===== src/flags_pkg.sv =====
// Purpose: constants and carriers for the radio status flag bank.
// Assumes: 8-bit register port, 100 MHz clk_sys.
// Notes: offsets are the printed register addresses.
package flags_pkg;

	// ==========================================================
	// Register map
	localparam logic [7:0] ADDR_EVENT_FLAGS1 = 8'h3e;
	localparam logic [7:0] ADDR_EVENT_FLAGS2 = 8'h3f;
	localparam logic [7:0] ADDR_SUPPLY_CTRL = 8'h3d;
	localparam logic [7:0] ADDR_QUEUE_CTRL = 8'h50;
	localparam logic [7:0] ADDR_STATUS_MISC = 8'h51;
	localparam logic [7:0] SUPPLY_CTRL_RESET = 8'h02;
	localparam logic [7:0] QUEUE_CTRL_RESET = 8'h0f;

	// ==========================================================
	// Field positions, first flag register
	localparam int F1_MODE_SETTLED = 7;
	localparam int F1_RECEIVE_SETTLED = 6;
	localparam int F1_TRANSMIT_SETTLED = 5;
	localparam int F1_SYNTH_LOCKED = 4;
	localparam int F1_SIGNAL_STRENGTH = 3;
	localparam int F1_TIMEOUT = 2;
	localparam int F1_LEAD_IN_FOUND = 1;
	localparam int F1_FRAME_MARKER = 0;

	// ==========================================================
	// Field positions, second flag register
	localparam int F2_QUEUE_FULL = 7;
	localparam int F2_QUEUE_EMPTY = 6;
	localparam int F2_QUEUE_ABOVE = 5;
	localparam int F2_QUEUE_OVERFLOW = 4;
	localparam int F2_FRAME_SENT = 3;
	localparam int F2_PAYLOAD_AVAILABLE = 2;
	localparam int F2_CHECK_PASSED = 1;
	localparam int F2_SUPPLY_LOW = 0;

	// ==========================================================
	// Control fields
	localparam int SUPPLY_MONITOR_ON_BIT = 3;
	localparam int QUEUE_LIMIT_MSB = 6;
	localparam int QUEUE_MODE_PACKET_BIT = 7;
	localparam logic [6:0] QUEUE_CAPACITY = 7'h42;

	// ==========================================================
	// Operating modes
	typedef enum logic [2:0] {
		MODE_SLEEP = 3'b000,
		MODE_STANDBY = 3'b001,
		MODE_SYNTH = 3'b010,
		MODE_TRANSMIT = 3'b011,
		MODE_RECEIVE = 3'b100
	} op_mode_t;

	// Condition inputs from the radio core, sampled through synchronisers.
	typedef struct packed {
		logic osc_running;
		logic pll_locked;
		logic sampling_started;
		logic rx_tuning_done;
		logic pa_ramp_done;
		logic strength_over_limit;
		logic timeout_hit;
		logic lead_in_seen;
		logic marker_seen;
		logic packet_done;
		logic last_byte_in;
		logic check_good;
		logic overrun_hit;
		logic below_supply_limit;
	} radio_events_t;

	localparam int EVENT_WIDTH = 14;

	// Register port request.
	typedef struct packed {
		logic [7:0] addr;
		logic [7:0] wdata;
		logic wr;
		logic rd;
	} reg_req_t;

endpackage : flags_pkg


===== src/radio_fsk_status_flags.sv =====
// Purpose: two status/event flag registers of an FSK radio transceiver.
// Assumes: radio core conditions arrive from another clock domain; register port on clk_sys.
// Notes: the queue byte count arrives from FIFO logic on clk_sys.
// Operation
// RULE1: mode_settled sets once requested mode is ready.
// RULE2: mode_settled clears on every operating mode change.
// RULE3: receive_settled sets in receive after tuning; clears leaving receive.
// RULE4: transmit_settled sets in transmit after amplifier ramp; clears leaving transmit.
// RULE5: synth_locked follows PLL lock in synth, receive, transmit modes.
// RULE6: signal strength flag sets above limit in receive; clears leaving or writing one.
// RULE7: timeout flag sets on timeout; clears leaving receive or queue emptied.
// RULE8: lead_in_found sets on valid preamble; host writes one to clear.
// RULE9: frame_marker_match sets on sync/address; clears leaving receive or queue emptied.
// RULE10: frame_marker_match read-only in packet mode, write-one-clear in continuous.
// RULE11: queue_full high exactly while queue holds 66 bytes.
// RULE12: queue_empty high while queue holds no byte.
// RULE13: queue_above_limit high while count strictly exceeds queue_limit.
// RULE14: queue_overflow sets on overrun except in sleep mode.
// RULE15: writing one to queue_overflow flushes queue and its flags.
// RULE16: frame_sent sets after packet sent in transmit; clears leaving transmit.
// RULE17: payload_available sets after last byte, gated by check; clears when empty.
// RULE18: check_passed sets on good payload check in receive; clears when empty.
// RULE19: supply_low sets below threshold; stays until host writes one.
// RULE20: supply comparison runs only while supply_monitor_on; trim selects eight levels.
// RULE21: zero writes and read-only bit writes leave flags unchanged.
module radio_fsk_status_flags
	import flags_pkg::*;
(
	// Clock and reset
	input wire logic clk_sys,
	input wire logic resetn,
	// Register port
	input wire reg_req_t req,
	output logic [7:0] rdata,
	// Mode and packet configuration from the mode controller
	input wire op_mode_t op_mode,
	input wire logic check_enabled,
	input wire logic keep_on_check_fail,
	// Radio core conditions (asynchronous)
	input wire radio_events_t events_async,
	// Queue occupancy (same clock)
	input wire logic [6:0] queue_count,
	// Status out
	output logic queue_flush,
	output logic [2:0] supply_limit_trim,
	output logic supply_monitor_on
);

	// ==========================================================
	// Input synchronisers
	radio_events_t ev_meta_reg;
	radio_events_t ev_reg;
	always_ff @(posedge clk_sys or negedge resetn) begin
		if (!resetn) begin
			ev_meta_reg <= '0;
			ev_reg <= '0;
		end else begin
			ev_meta_reg <= events_async;
			ev_reg <= ev_meta_reg;
		end
	end

	// ==========================================================
	// Mode tracking and write decode
	op_mode_t mode_prev_reg;
	logic mode_changed;
	logic in_rx;
	logic in_tx;
	logic left_rx;
	logic left_tx;
	logic wr1;
	logic wr2;
	logic [7:0] supply_ctrl_reg;
	logic [7:0] queue_ctrl_reg;
	logic queue_is_empty;
	logic packet_mode;

	always_ff @(posedge clk_sys or negedge resetn) begin
		if (!resetn) begin
			mode_prev_reg <= MODE_SLEEP;
		end else begin
			mode_prev_reg <= op_mode;
		end
	end

	assign mode_changed = (op_mode != mode_prev_reg);
	assign in_rx = (op_mode == MODE_RECEIVE);
	assign in_tx = (op_mode == MODE_TRANSMIT);
	assign left_rx = (mode_prev_reg == MODE_RECEIVE) && !in_rx;
	assign left_tx = (mode_prev_reg == MODE_TRANSMIT) && !in_tx;
	// RULE21 flag write decode
	assign wr1 = req.wr && (req.addr == ADDR_EVENT_FLAGS1);
	assign wr2 = req.wr && (req.addr == ADDR_EVENT_FLAGS2);
	assign queue_is_empty = (queue_count == 7'h00);
	assign packet_mode = queue_ctrl_reg[QUEUE_MODE_PACKET_BIT];

	// ==========================================================
	// Control registers
	always_ff @(posedge clk_sys or negedge resetn) begin
		if (!resetn) begin
			supply_ctrl_reg <= SUPPLY_CTRL_RESET;
			queue_ctrl_reg <= QUEUE_CTRL_RESET;
		end else begin
			if (req.wr && req.addr == ADDR_SUPPLY_CTRL) begin
				supply_ctrl_reg <= {4'h0, req.wdata[3:0]};
			end
			if (req.wr && req.addr == ADDR_QUEUE_CTRL) begin
				queue_ctrl_reg <= req.wdata;
			end
		end
	end

	// ==========================================================
	// First flag register
	logic mode_settled_reg;
	logic receive_settled_reg;
	logic transmit_settled_reg;
	logic synth_locked_reg;
	logic strength_reg;
	logic timeout_reg;
	logic lead_in_found_reg;
	logic frame_marker_match_reg;
	logic mode_ready_cond;

	// RULE1 mode ready conditions
	always_comb begin
		case (op_mode)
			MODE_SLEEP: mode_ready_cond = 1'b1;
			MODE_STANDBY: mode_ready_cond = ev_reg.osc_running;
			MODE_SYNTH: mode_ready_cond = ev_reg.pll_locked;
			MODE_RECEIVE: mode_ready_cond = ev_reg.sampling_started;
			MODE_TRANSMIT: mode_ready_cond = ev_reg.pa_ramp_done;
			default: mode_ready_cond = 1'b0;
		endcase
	end

	always_ff @(posedge clk_sys or negedge resetn) begin
		if (!resetn) begin
			mode_settled_reg <= 1'b0;
		// RULE2 clear on change
		end else if (mode_changed) begin
			mode_settled_reg <= 1'b0;
		end else if (mode_ready_cond) begin
			mode_settled_reg <= 1'b1;
		end
	end

	always_ff @(posedge clk_sys or negedge resetn) begin
		if (!resetn) begin
			receive_settled_reg <= 1'b0;
			transmit_settled_reg <= 1'b0;
			synth_locked_reg <= 1'b0;
		end else begin
			// RULE3 receive settled
			receive_settled_reg <= in_rx && (receive_settled_reg || ev_reg.rx_tuning_done);
			// RULE4 transmit settled
			transmit_settled_reg <= in_tx && (transmit_settled_reg || ev_reg.pa_ramp_done);
			// RULE5 lock follows PLL
			synth_locked_reg <= ev_reg.pll_locked &&
				(op_mode == MODE_SYNTH || in_rx || in_tx);
		end
	end

	// Set beats a same-cycle clear for every sticky flag except mode_settled, receive_settled, transmit_settled and frame_sent, where the clear wins.
	always_ff @(posedge clk_sys or negedge resetn) begin
		if (!resetn) begin
			strength_reg <= 1'b0;
			timeout_reg <= 1'b0;
			lead_in_found_reg <= 1'b0;
			frame_marker_match_reg <= 1'b0;
		end else begin
			// RULE6 strength flag
			if (in_rx && ev_reg.strength_over_limit) begin
				strength_reg <= 1'b1;
			end else if (!in_rx || (wr1 && req.wdata[F1_SIGNAL_STRENGTH])) begin
				strength_reg <= 1'b0;
			end
			// RULE7 timeout flag
			if (ev_reg.timeout_hit) begin
				timeout_reg <= 1'b1;
			end else if (left_rx || queue_is_empty) begin
				timeout_reg <= 1'b0;
			end
			// RULE8 preamble flag
			if (ev_reg.lead_in_seen) begin
				lead_in_found_reg <= 1'b1;
			end else if (wr1 && req.wdata[F1_LEAD_IN_FOUND]) begin
				lead_in_found_reg <= 1'b0;
			end
			// RULE9 RULE10 marker flag
			if (ev_reg.marker_seen) begin
				frame_marker_match_reg <= 1'b1;
			end else if (left_rx || queue_is_empty ||
				(!packet_mode && wr1 && req.wdata[F1_FRAME_MARKER])) begin
				frame_marker_match_reg <= 1'b0;
			end
		end
	end

	// ==========================================================
	// Second flag register
	logic queue_full_reg;
	logic queue_empty_reg;
	logic queue_above_reg;
	logic queue_overflow_reg;
	logic frame_sent_reg;
	logic payload_available_reg;
	logic check_passed_reg;
	logic supply_low_reg;
	logic flush_req;
	logic payload_ok;

	// RULE15 flush on write one
	assign flush_req = wr2 && req.wdata[F2_QUEUE_OVERFLOW];
	// RULE17 check gating
	assign payload_ok = !check_enabled || keep_on_check_fail || ev_reg.check_good;

	always_ff @(posedge clk_sys or negedge resetn) begin
		if (!resetn) begin
			queue_full_reg <= 1'b0;
			queue_empty_reg <= 1'b1;
			queue_above_reg <= 1'b0;
			queue_flush <= 1'b0;
		end else begin
			// RULE11 full at capacity
			queue_full_reg <= (queue_count == QUEUE_CAPACITY);
			// RULE12 empty level
			queue_empty_reg <= queue_is_empty;
			// RULE13 strict compare
			queue_above_reg <= (queue_count > queue_ctrl_reg[QUEUE_LIMIT_MSB:0]);
			queue_flush <= flush_req;
		end
	end

	always_ff @(posedge clk_sys or negedge resetn) begin
		if (!resetn) begin
			queue_overflow_reg <= 1'b0;
			frame_sent_reg <= 1'b0;
			payload_available_reg <= 1'b0;
			check_passed_reg <= 1'b0;
		end else begin
			// RULE14 RULE15 overflow flag
			if (ev_reg.overrun_hit && op_mode != MODE_SLEEP) begin
				queue_overflow_reg <= 1'b1;
			end else if (flush_req) begin
				queue_overflow_reg <= 1'b0;
			end
			// RULE16 frame sent
			frame_sent_reg <= in_tx && (frame_sent_reg || ev_reg.packet_done);
			// RULE17 payload flag
			if (in_rx && ev_reg.last_byte_in && payload_ok) begin
				payload_available_reg <= 1'b1;
			end else if (queue_is_empty || flush_req) begin
				payload_available_reg <= 1'b0;
			end
			// RULE18 check flag
			if (in_rx && ev_reg.last_byte_in && ev_reg.check_good) begin
				check_passed_reg <= 1'b1;
			end else if (queue_is_empty || flush_req) begin
				check_passed_reg <= 1'b0;
			end
		end
	end

	always_ff @(posedge clk_sys or negedge resetn) begin
		if (!resetn) begin
			supply_low_reg <= 1'b0;
		// RULE19 RULE20 supply flag
		end else if (supply_ctrl_reg[SUPPLY_MONITOR_ON_BIT] && ev_reg.below_supply_limit) begin
			supply_low_reg <= 1'b1;
		end else if (wr2 && req.wdata[F2_SUPPLY_LOW]) begin
			supply_low_reg <= 1'b0;
		end
	end

	// ==========================================================
	// Read port and outputs
	logic [7:0] flags1;
	logic [7:0] flags2;
	assign flags1 = {mode_settled_reg, receive_settled_reg, transmit_settled_reg, synth_locked_reg,
		strength_reg, timeout_reg, lead_in_found_reg, frame_marker_match_reg};
	assign flags2 = {queue_full_reg, queue_empty_reg, queue_above_reg, queue_overflow_reg,
		frame_sent_reg, payload_available_reg, check_passed_reg, supply_low_reg};

	always_ff @(posedge clk_sys or negedge resetn) begin
		if (!resetn) begin
			rdata <= 8'h00;
			supply_limit_trim <= SUPPLY_CTRL_RESET[2:0];
			supply_monitor_on <= 1'b0;
		end else begin
			supply_limit_trim <= supply_ctrl_reg[2:0];
			supply_monitor_on <= supply_ctrl_reg[SUPPLY_MONITOR_ON_BIT];
			if (req.rd) begin
				case (req.addr)
					ADDR_EVENT_FLAGS1: rdata <= flags1;
					ADDR_EVENT_FLAGS2: rdata <= flags2;
					ADDR_SUPPLY_CTRL: rdata <= supply_ctrl_reg;
					ADDR_QUEUE_CTRL: rdata <= queue_ctrl_reg;
					ADDR_STATUS_MISC: rdata <= {5'h00, op_mode};
					default: rdata <= 8'h00;
				endcase
			end else begin
				rdata <= 8'h00;
			end
		end
	end
endmodule : radio_fsk_status_flags


===== config.mk =====
export PLATFORM = sky130hd
export DESIGN_NAME = radio_fsk_status_flags
export DESIGN_NICKNAME = d
export VERILOG_FILES = /design/src/flags_pkg.sv /design/src/radio_fsk_status_flags.sv
export SDC_FILE = /design/constraint.sdc
export NUM_CORES = 1
export LEC_CHECK = 0
export BUFFER_PORTS_ARGS = -buffer_cell sky130_fd_sc_hd__clkbuf_2
export CAP_MARGIN = 15
export CORE_MARGIN = 2
export CORE_UTILIZATION = 51
export CTS_BUF_LIST = sky130_fd_sc_hd__clkbuf_8
export CTS_CLUSTER_DIAMETER = 80
export DETAILED_ROUTE_END_ITERATION = 10
export GPL_TIMING_DRIVEN = 0
export PLACE_DENSITY = 0.86
export SLEW_MARGIN = 40
export SYNTH_ARGS = -nofsm -noshare
export SYNTH_HDL_FRONTEND = slang
export SYNTH_SLANG_ARGS = --single-unit

===== constraint.sdc =====
create_clock -name clk_sys -period 1.6 [get_ports clk_sys]
set_clock_uncertainty 0.2 [all_clocks]
set_input_delay 0 -clock clk_sys [delete_from_list [all_inputs] [get_ports clk_sys]]
set_output_delay 0 -clock clk_sys [all_outputs]
set_load 0.02 [all_outputs]

==> reports/qor_table.md <==
| Metric | This run | Unit |
| --- | --- | --- |
| Outcome | complete, but fails checks | - |
| Failing checks | hold timing, setup timing | - |
| Clock input transition at the sequential cells of the worst setup and hold paths | 0.07 | ns |
| Hold Path Class | in -> reg | - |
| Residual antenna-violating net count after detailed routing | 0 | - |
| Number of pins exceeding their max-slew limit in the final report | 0 | - |
| Clk network pwr share | 38.3 | % |
| Worst endpoint data arrival time | 1.65 | ns |
| Count of H-tree levels built during CTS | 3 | - |
| Num CTS Buffers | 9 | - |
| Fraction of layout cells with a size suffix above 1 | 35.49 | % |
| Largest net degree at the start of global routing | 73 | - |
| Critical Path Start Type | flop | - |
| DR iter-0 viols | 189 | - |
| Number of global-route vias before repair | 2,169 | - |
| Switching power of the nets | 866.2 | uW |
| CTS Buffer Depth | 2 | - |
| FF-to-FF path depth | 6 | - |
| Leak Pwr | 1.817 | nW |
| Overflow left after global routing | 0 | - |
| RSZ-0062 raised after global routing | true | - |
| Crit path max fanout | 2 | - |
| Final hold viol count | 17 | - |
| Cell type with the largest total area after synthesis | sky130_fd_sc_hd__dfrtp_1 | - |
| Relative contribution of sequential cells to total power | 51.3 | % |
| Hold EP | queue_empty_reg | - |
| Standard-cell rows | 27 | - |
| Power density relative to cell area | 982.9 | nW/um2 |
| Number of antenna diodes | 0 | - |
| Cell types occupying the most area after synthesis | sky130_fd_sc_hd__dfrtp_1 (58%), sky130_fd_sc_hd__dfstp_2 (6.5%), sky130_fd_sc_hd__mux2_4 (4.3%) | - |
| Width of the chip | 78.38 | um |
| Worst slew margin relative to its limit | 56.22 | % |
| Total of flip-flops plus latches after synthesis | 72 | - |
| Count of distinct cell types in the synthesized netlist | 45 | - |
| TritonCTS clock tree | done | - |
| Buffers added on ports | 56 | - |
| Net Count, Synth | 261 | - |
| Class of the most critical setup path | reg -> reg | - |
| Proportion of netlist area held by the largest area contributor | 57.65 | % |
| Number of antenna violations at the first check in global routing | 0 | - |
| Min Clock Period, post-route | 1.615 | ns |
| Initial Utilization | 51.87 | % |
| Cell-internal power | 2.963 | mW |
| Total Neg Setup Slack | -0.01470 | ns |
| Peak supply drop | 722.7 | uV |
| Worst R2R Setup Slack | -0.01 | ns |
| Total global routing track utilization | 22.86 | % |
| Transition time at the pin with the least slew margin | 0.6507 | ns |
| Beginning of the worst hold path | queue_count[4] | - |
| Post-place instance area | 3206 | um2 |
| Post-synth EDFFs | 0 | - |
| Synthesized area per cell | 13.56 | um2 |
| Worst r2r src | queue_ctrl_reg[3] | - |
| Router iterations before antenna repair | 4 | - |
| Die footprint | 6143 | um2 |
| Net total in the final layout | 373 | - |
| Most instantiated flip-flop cell in the synthesis netlist | sky130_fd_sc_hd__dfrtp_1 | - |
| Final clock period utilization by the worst path | 100.9 | % |
| DRC | 0 | - |
| Proportion of total power due to net switching | 22.62 | % |
| Post-Synthesis Cells | 208 | - |
| Die height | 78.38 | um |
| Synthesized cell area | 2821 | um2 |
| Number of clock sinks | 72 | - |
| Clock latency of the later-clocked register in the worst-skew pair | 0.35 | ns |
| Layout Area Growth over Synthesis | 38.09 | % |
| Weighted congestion at the end of routability-driven global placement | 0.8620 | - |
| HPWL after detailed placement | 3.912 | mm |
| Global-route wire length before repair | 10.42 | mm |
| CP Data Required Time | 1.63 | ns |
| Maxcap violations | 0 | - |
| Placement Setup Slack | -0.3785 | ns |
| Worst-case setup margin in the final layout | -0.01470 | ns |
| Synth async-reset ratio | 100.0 | % |
| Average detailed-routed wire length per instance | 16.13 | um |
| Vias per cell | 5.240 | - |
| Maximum clock frequency | 619.3 | MHz |
| # IOs | 59 | - |
| Library cell used as clock root buffer | sky130_fd_sc_hd__clkbuf_8 | - |
| Number of synthesis warnings | 0 | - |
| Vias post-DR | 2,075 | - |
| Final hold slack | -0.2309 | ns |
| Fraction of power consumed by combinational cells | 10.4 | % |
| Worst r2r dst | queue_above_reg | - |
| Final routed wirelength across all metal layers | 6.386 | mm |
| Fin area | 3896 | um2 |
| Area of the core | 5439 | um2 |
| Number of cells traversed by the worst hold path | 3 | - |
| Final setup fails | 1 | - |
| Worst setup EP type | flop | - |
| Share of the yosys chip area belonging to registers | 64.17 | % |
## critical path, stage by stage, from the launching register on
cell and delay, ns:
sky130_fd_sc_hd__dfstp_2 0.54, sky130_fd_sc_hd__inv_2 0.04, sky130_fd_sc_hd__ha_2 0.16, sky130_fd_sc_hd__a21oi_2 0.12, sky130_fd_sc_hd__nor2_1 0.04, sky130_fd_sc_hd__a211o_1 0.22
sky130_fd_sc_hd__o22a_1 0.17
## per-layer routing
metal / global-route usage [%] / vias up / wire [um]
met5: 0 / - / 0
met1: 26.60 / 1007 / 2564
met2: 38.88 / 78 / 3282
li1: - / 971 / -
met4: 10.00 / 0 / 204
met3: 7.356 / 19 / 335
## metrics by stage
stage / total power [mW] / hold WS [ns] / utilization, % / std cells
detailed placement: 2.290 / -0.1642 / 58.94 / 336
global route: 3.993 / -0.2251 / 71.64 / 396
CTS: 3.813 / -0.4332 / 69.80 / 389
finish: 3.830 / -0.2309 / 71.64 / 396
floorplan: 2.133 / -0.4956 / - / 208
global placement: 2.266 / -0.09231 / 58.68 / 336
## cell families after synthesis
family | Yosys count | synth area share (%)
DFF | 72 | 64.17
xor gates and xnor gates | 2 | 0.6210
buffers and inverters | 18 | 2.927
muxes | 21 | 9.269
AOI/OAI and AO/OA | 38 | 9.756
and+or+nand+nor | 50 | 10.16
adders and majority gates | 7 | 3.104
## cell type report
class / instances / area, um2
fill: 362 / 1543
tap: 72 / 90.09
buffer: 5 / 26.28
sequential: 72 / 1810
timing repair buffer: 102 / 739.5
clock buffer: 12 / 165.2
multi-input combinational: 118 / 979.7
inverter: 12 / 45.04
clock inverter: 3 / 40.04
## cell usage after synthesis (3+ instances only)
library cell,instances
sky130_fd_sc_hd__dfrtp_1,65
sky130_fd_sc_hd__nor2_1,14
sky130_fd_sc_hd__inv_1,12
sky130_fd_sc_hd__mux2_2,9
sky130_fd_sc_hd__mux2_4,8
sky130_fd_sc_hd__dfstp_2,7
sky130_fd_sc_hd__ha_1,7
sky130_fd_sc_hd__a22oi_1,6
sky130_fd_sc_hd__nand2_1,6
sky130_fd_sc_hd__a21oi_1,5
sky130_fd_sc_hd__nor3_1,5
sky130_fd_sc_hd__clkbuf_1,4
sky130_fd_sc_hd__mux2i_1,4
sky130_fd_sc_hd__nand2b_1,4
sky130_fd_sc_hd__o31ai_1,4
sky130_fd_sc_hd__a221oi_1,3
sky130_fd_sc_hd__nor2b_1,3
sky130_fd_sc_hd__nor4_1,3
sky130_fd_sc_hd__o21ai_0,3
## layout by cell type, fill, tap and decap left out, drive strengths merged, types with 3 or more instances in the layout
cell type	n
nand2	6
a22oi	6
buf	5
nor4	3
dfstp	7
nor2b	3
clkbuf	72
nand2b	4
o21ai	4
a21oi	5
o31ai	4
mux2i	4
mux2	17
inv	12
nor2	14
ha	7
dfrtp	65
nor3	6
a221oi	3
dlygate4sd3	42
## power groups by stage
stage | sequential [mW] | combinational, mW | clock [mW]
floorplan | 1.99 | 0.147 | 0
global placement | 1.99 | 0.274 | 0
detailed placement | 2.00 | 0.291 | 0
CTS | 1.96 | 0.371 | 1.48
global route | 1.97 | 0.438 | 1.58
finish | 1.96 | 0.397 | 1.47
## how the worst max path moves through the flow
stage | start | endpoint | slack (ns) | depth (start not counted)
after floorplan | req[11] | queue_ctrl_reg[4] | -0.31 | 5
after global placement | req[16] | payload_available_reg | -0.47 | 5
after detailed placement | req[11] | rdata[7] | -0.38 | 5
after CTS | queue_ctrl_reg[1] | queue_above_reg | -0.005 | 6
after global routing | queue_ctrl_reg[3] | queue_above_reg | -0.06 | 6
final | queue_ctrl_reg[3] | queue_above_reg | -0.01 | 6
## what timing repair did
item	CTS	global route
buffers inserted	4	0
hold buffers	34	8
endpoints found under the setup margin	1	16
resized for setup	4	6
gates cloned	0	0
pin swaps	4	4
endpoints found under the hold margin	125	10
Note: power is estimated with default switching activity, not from simulation.
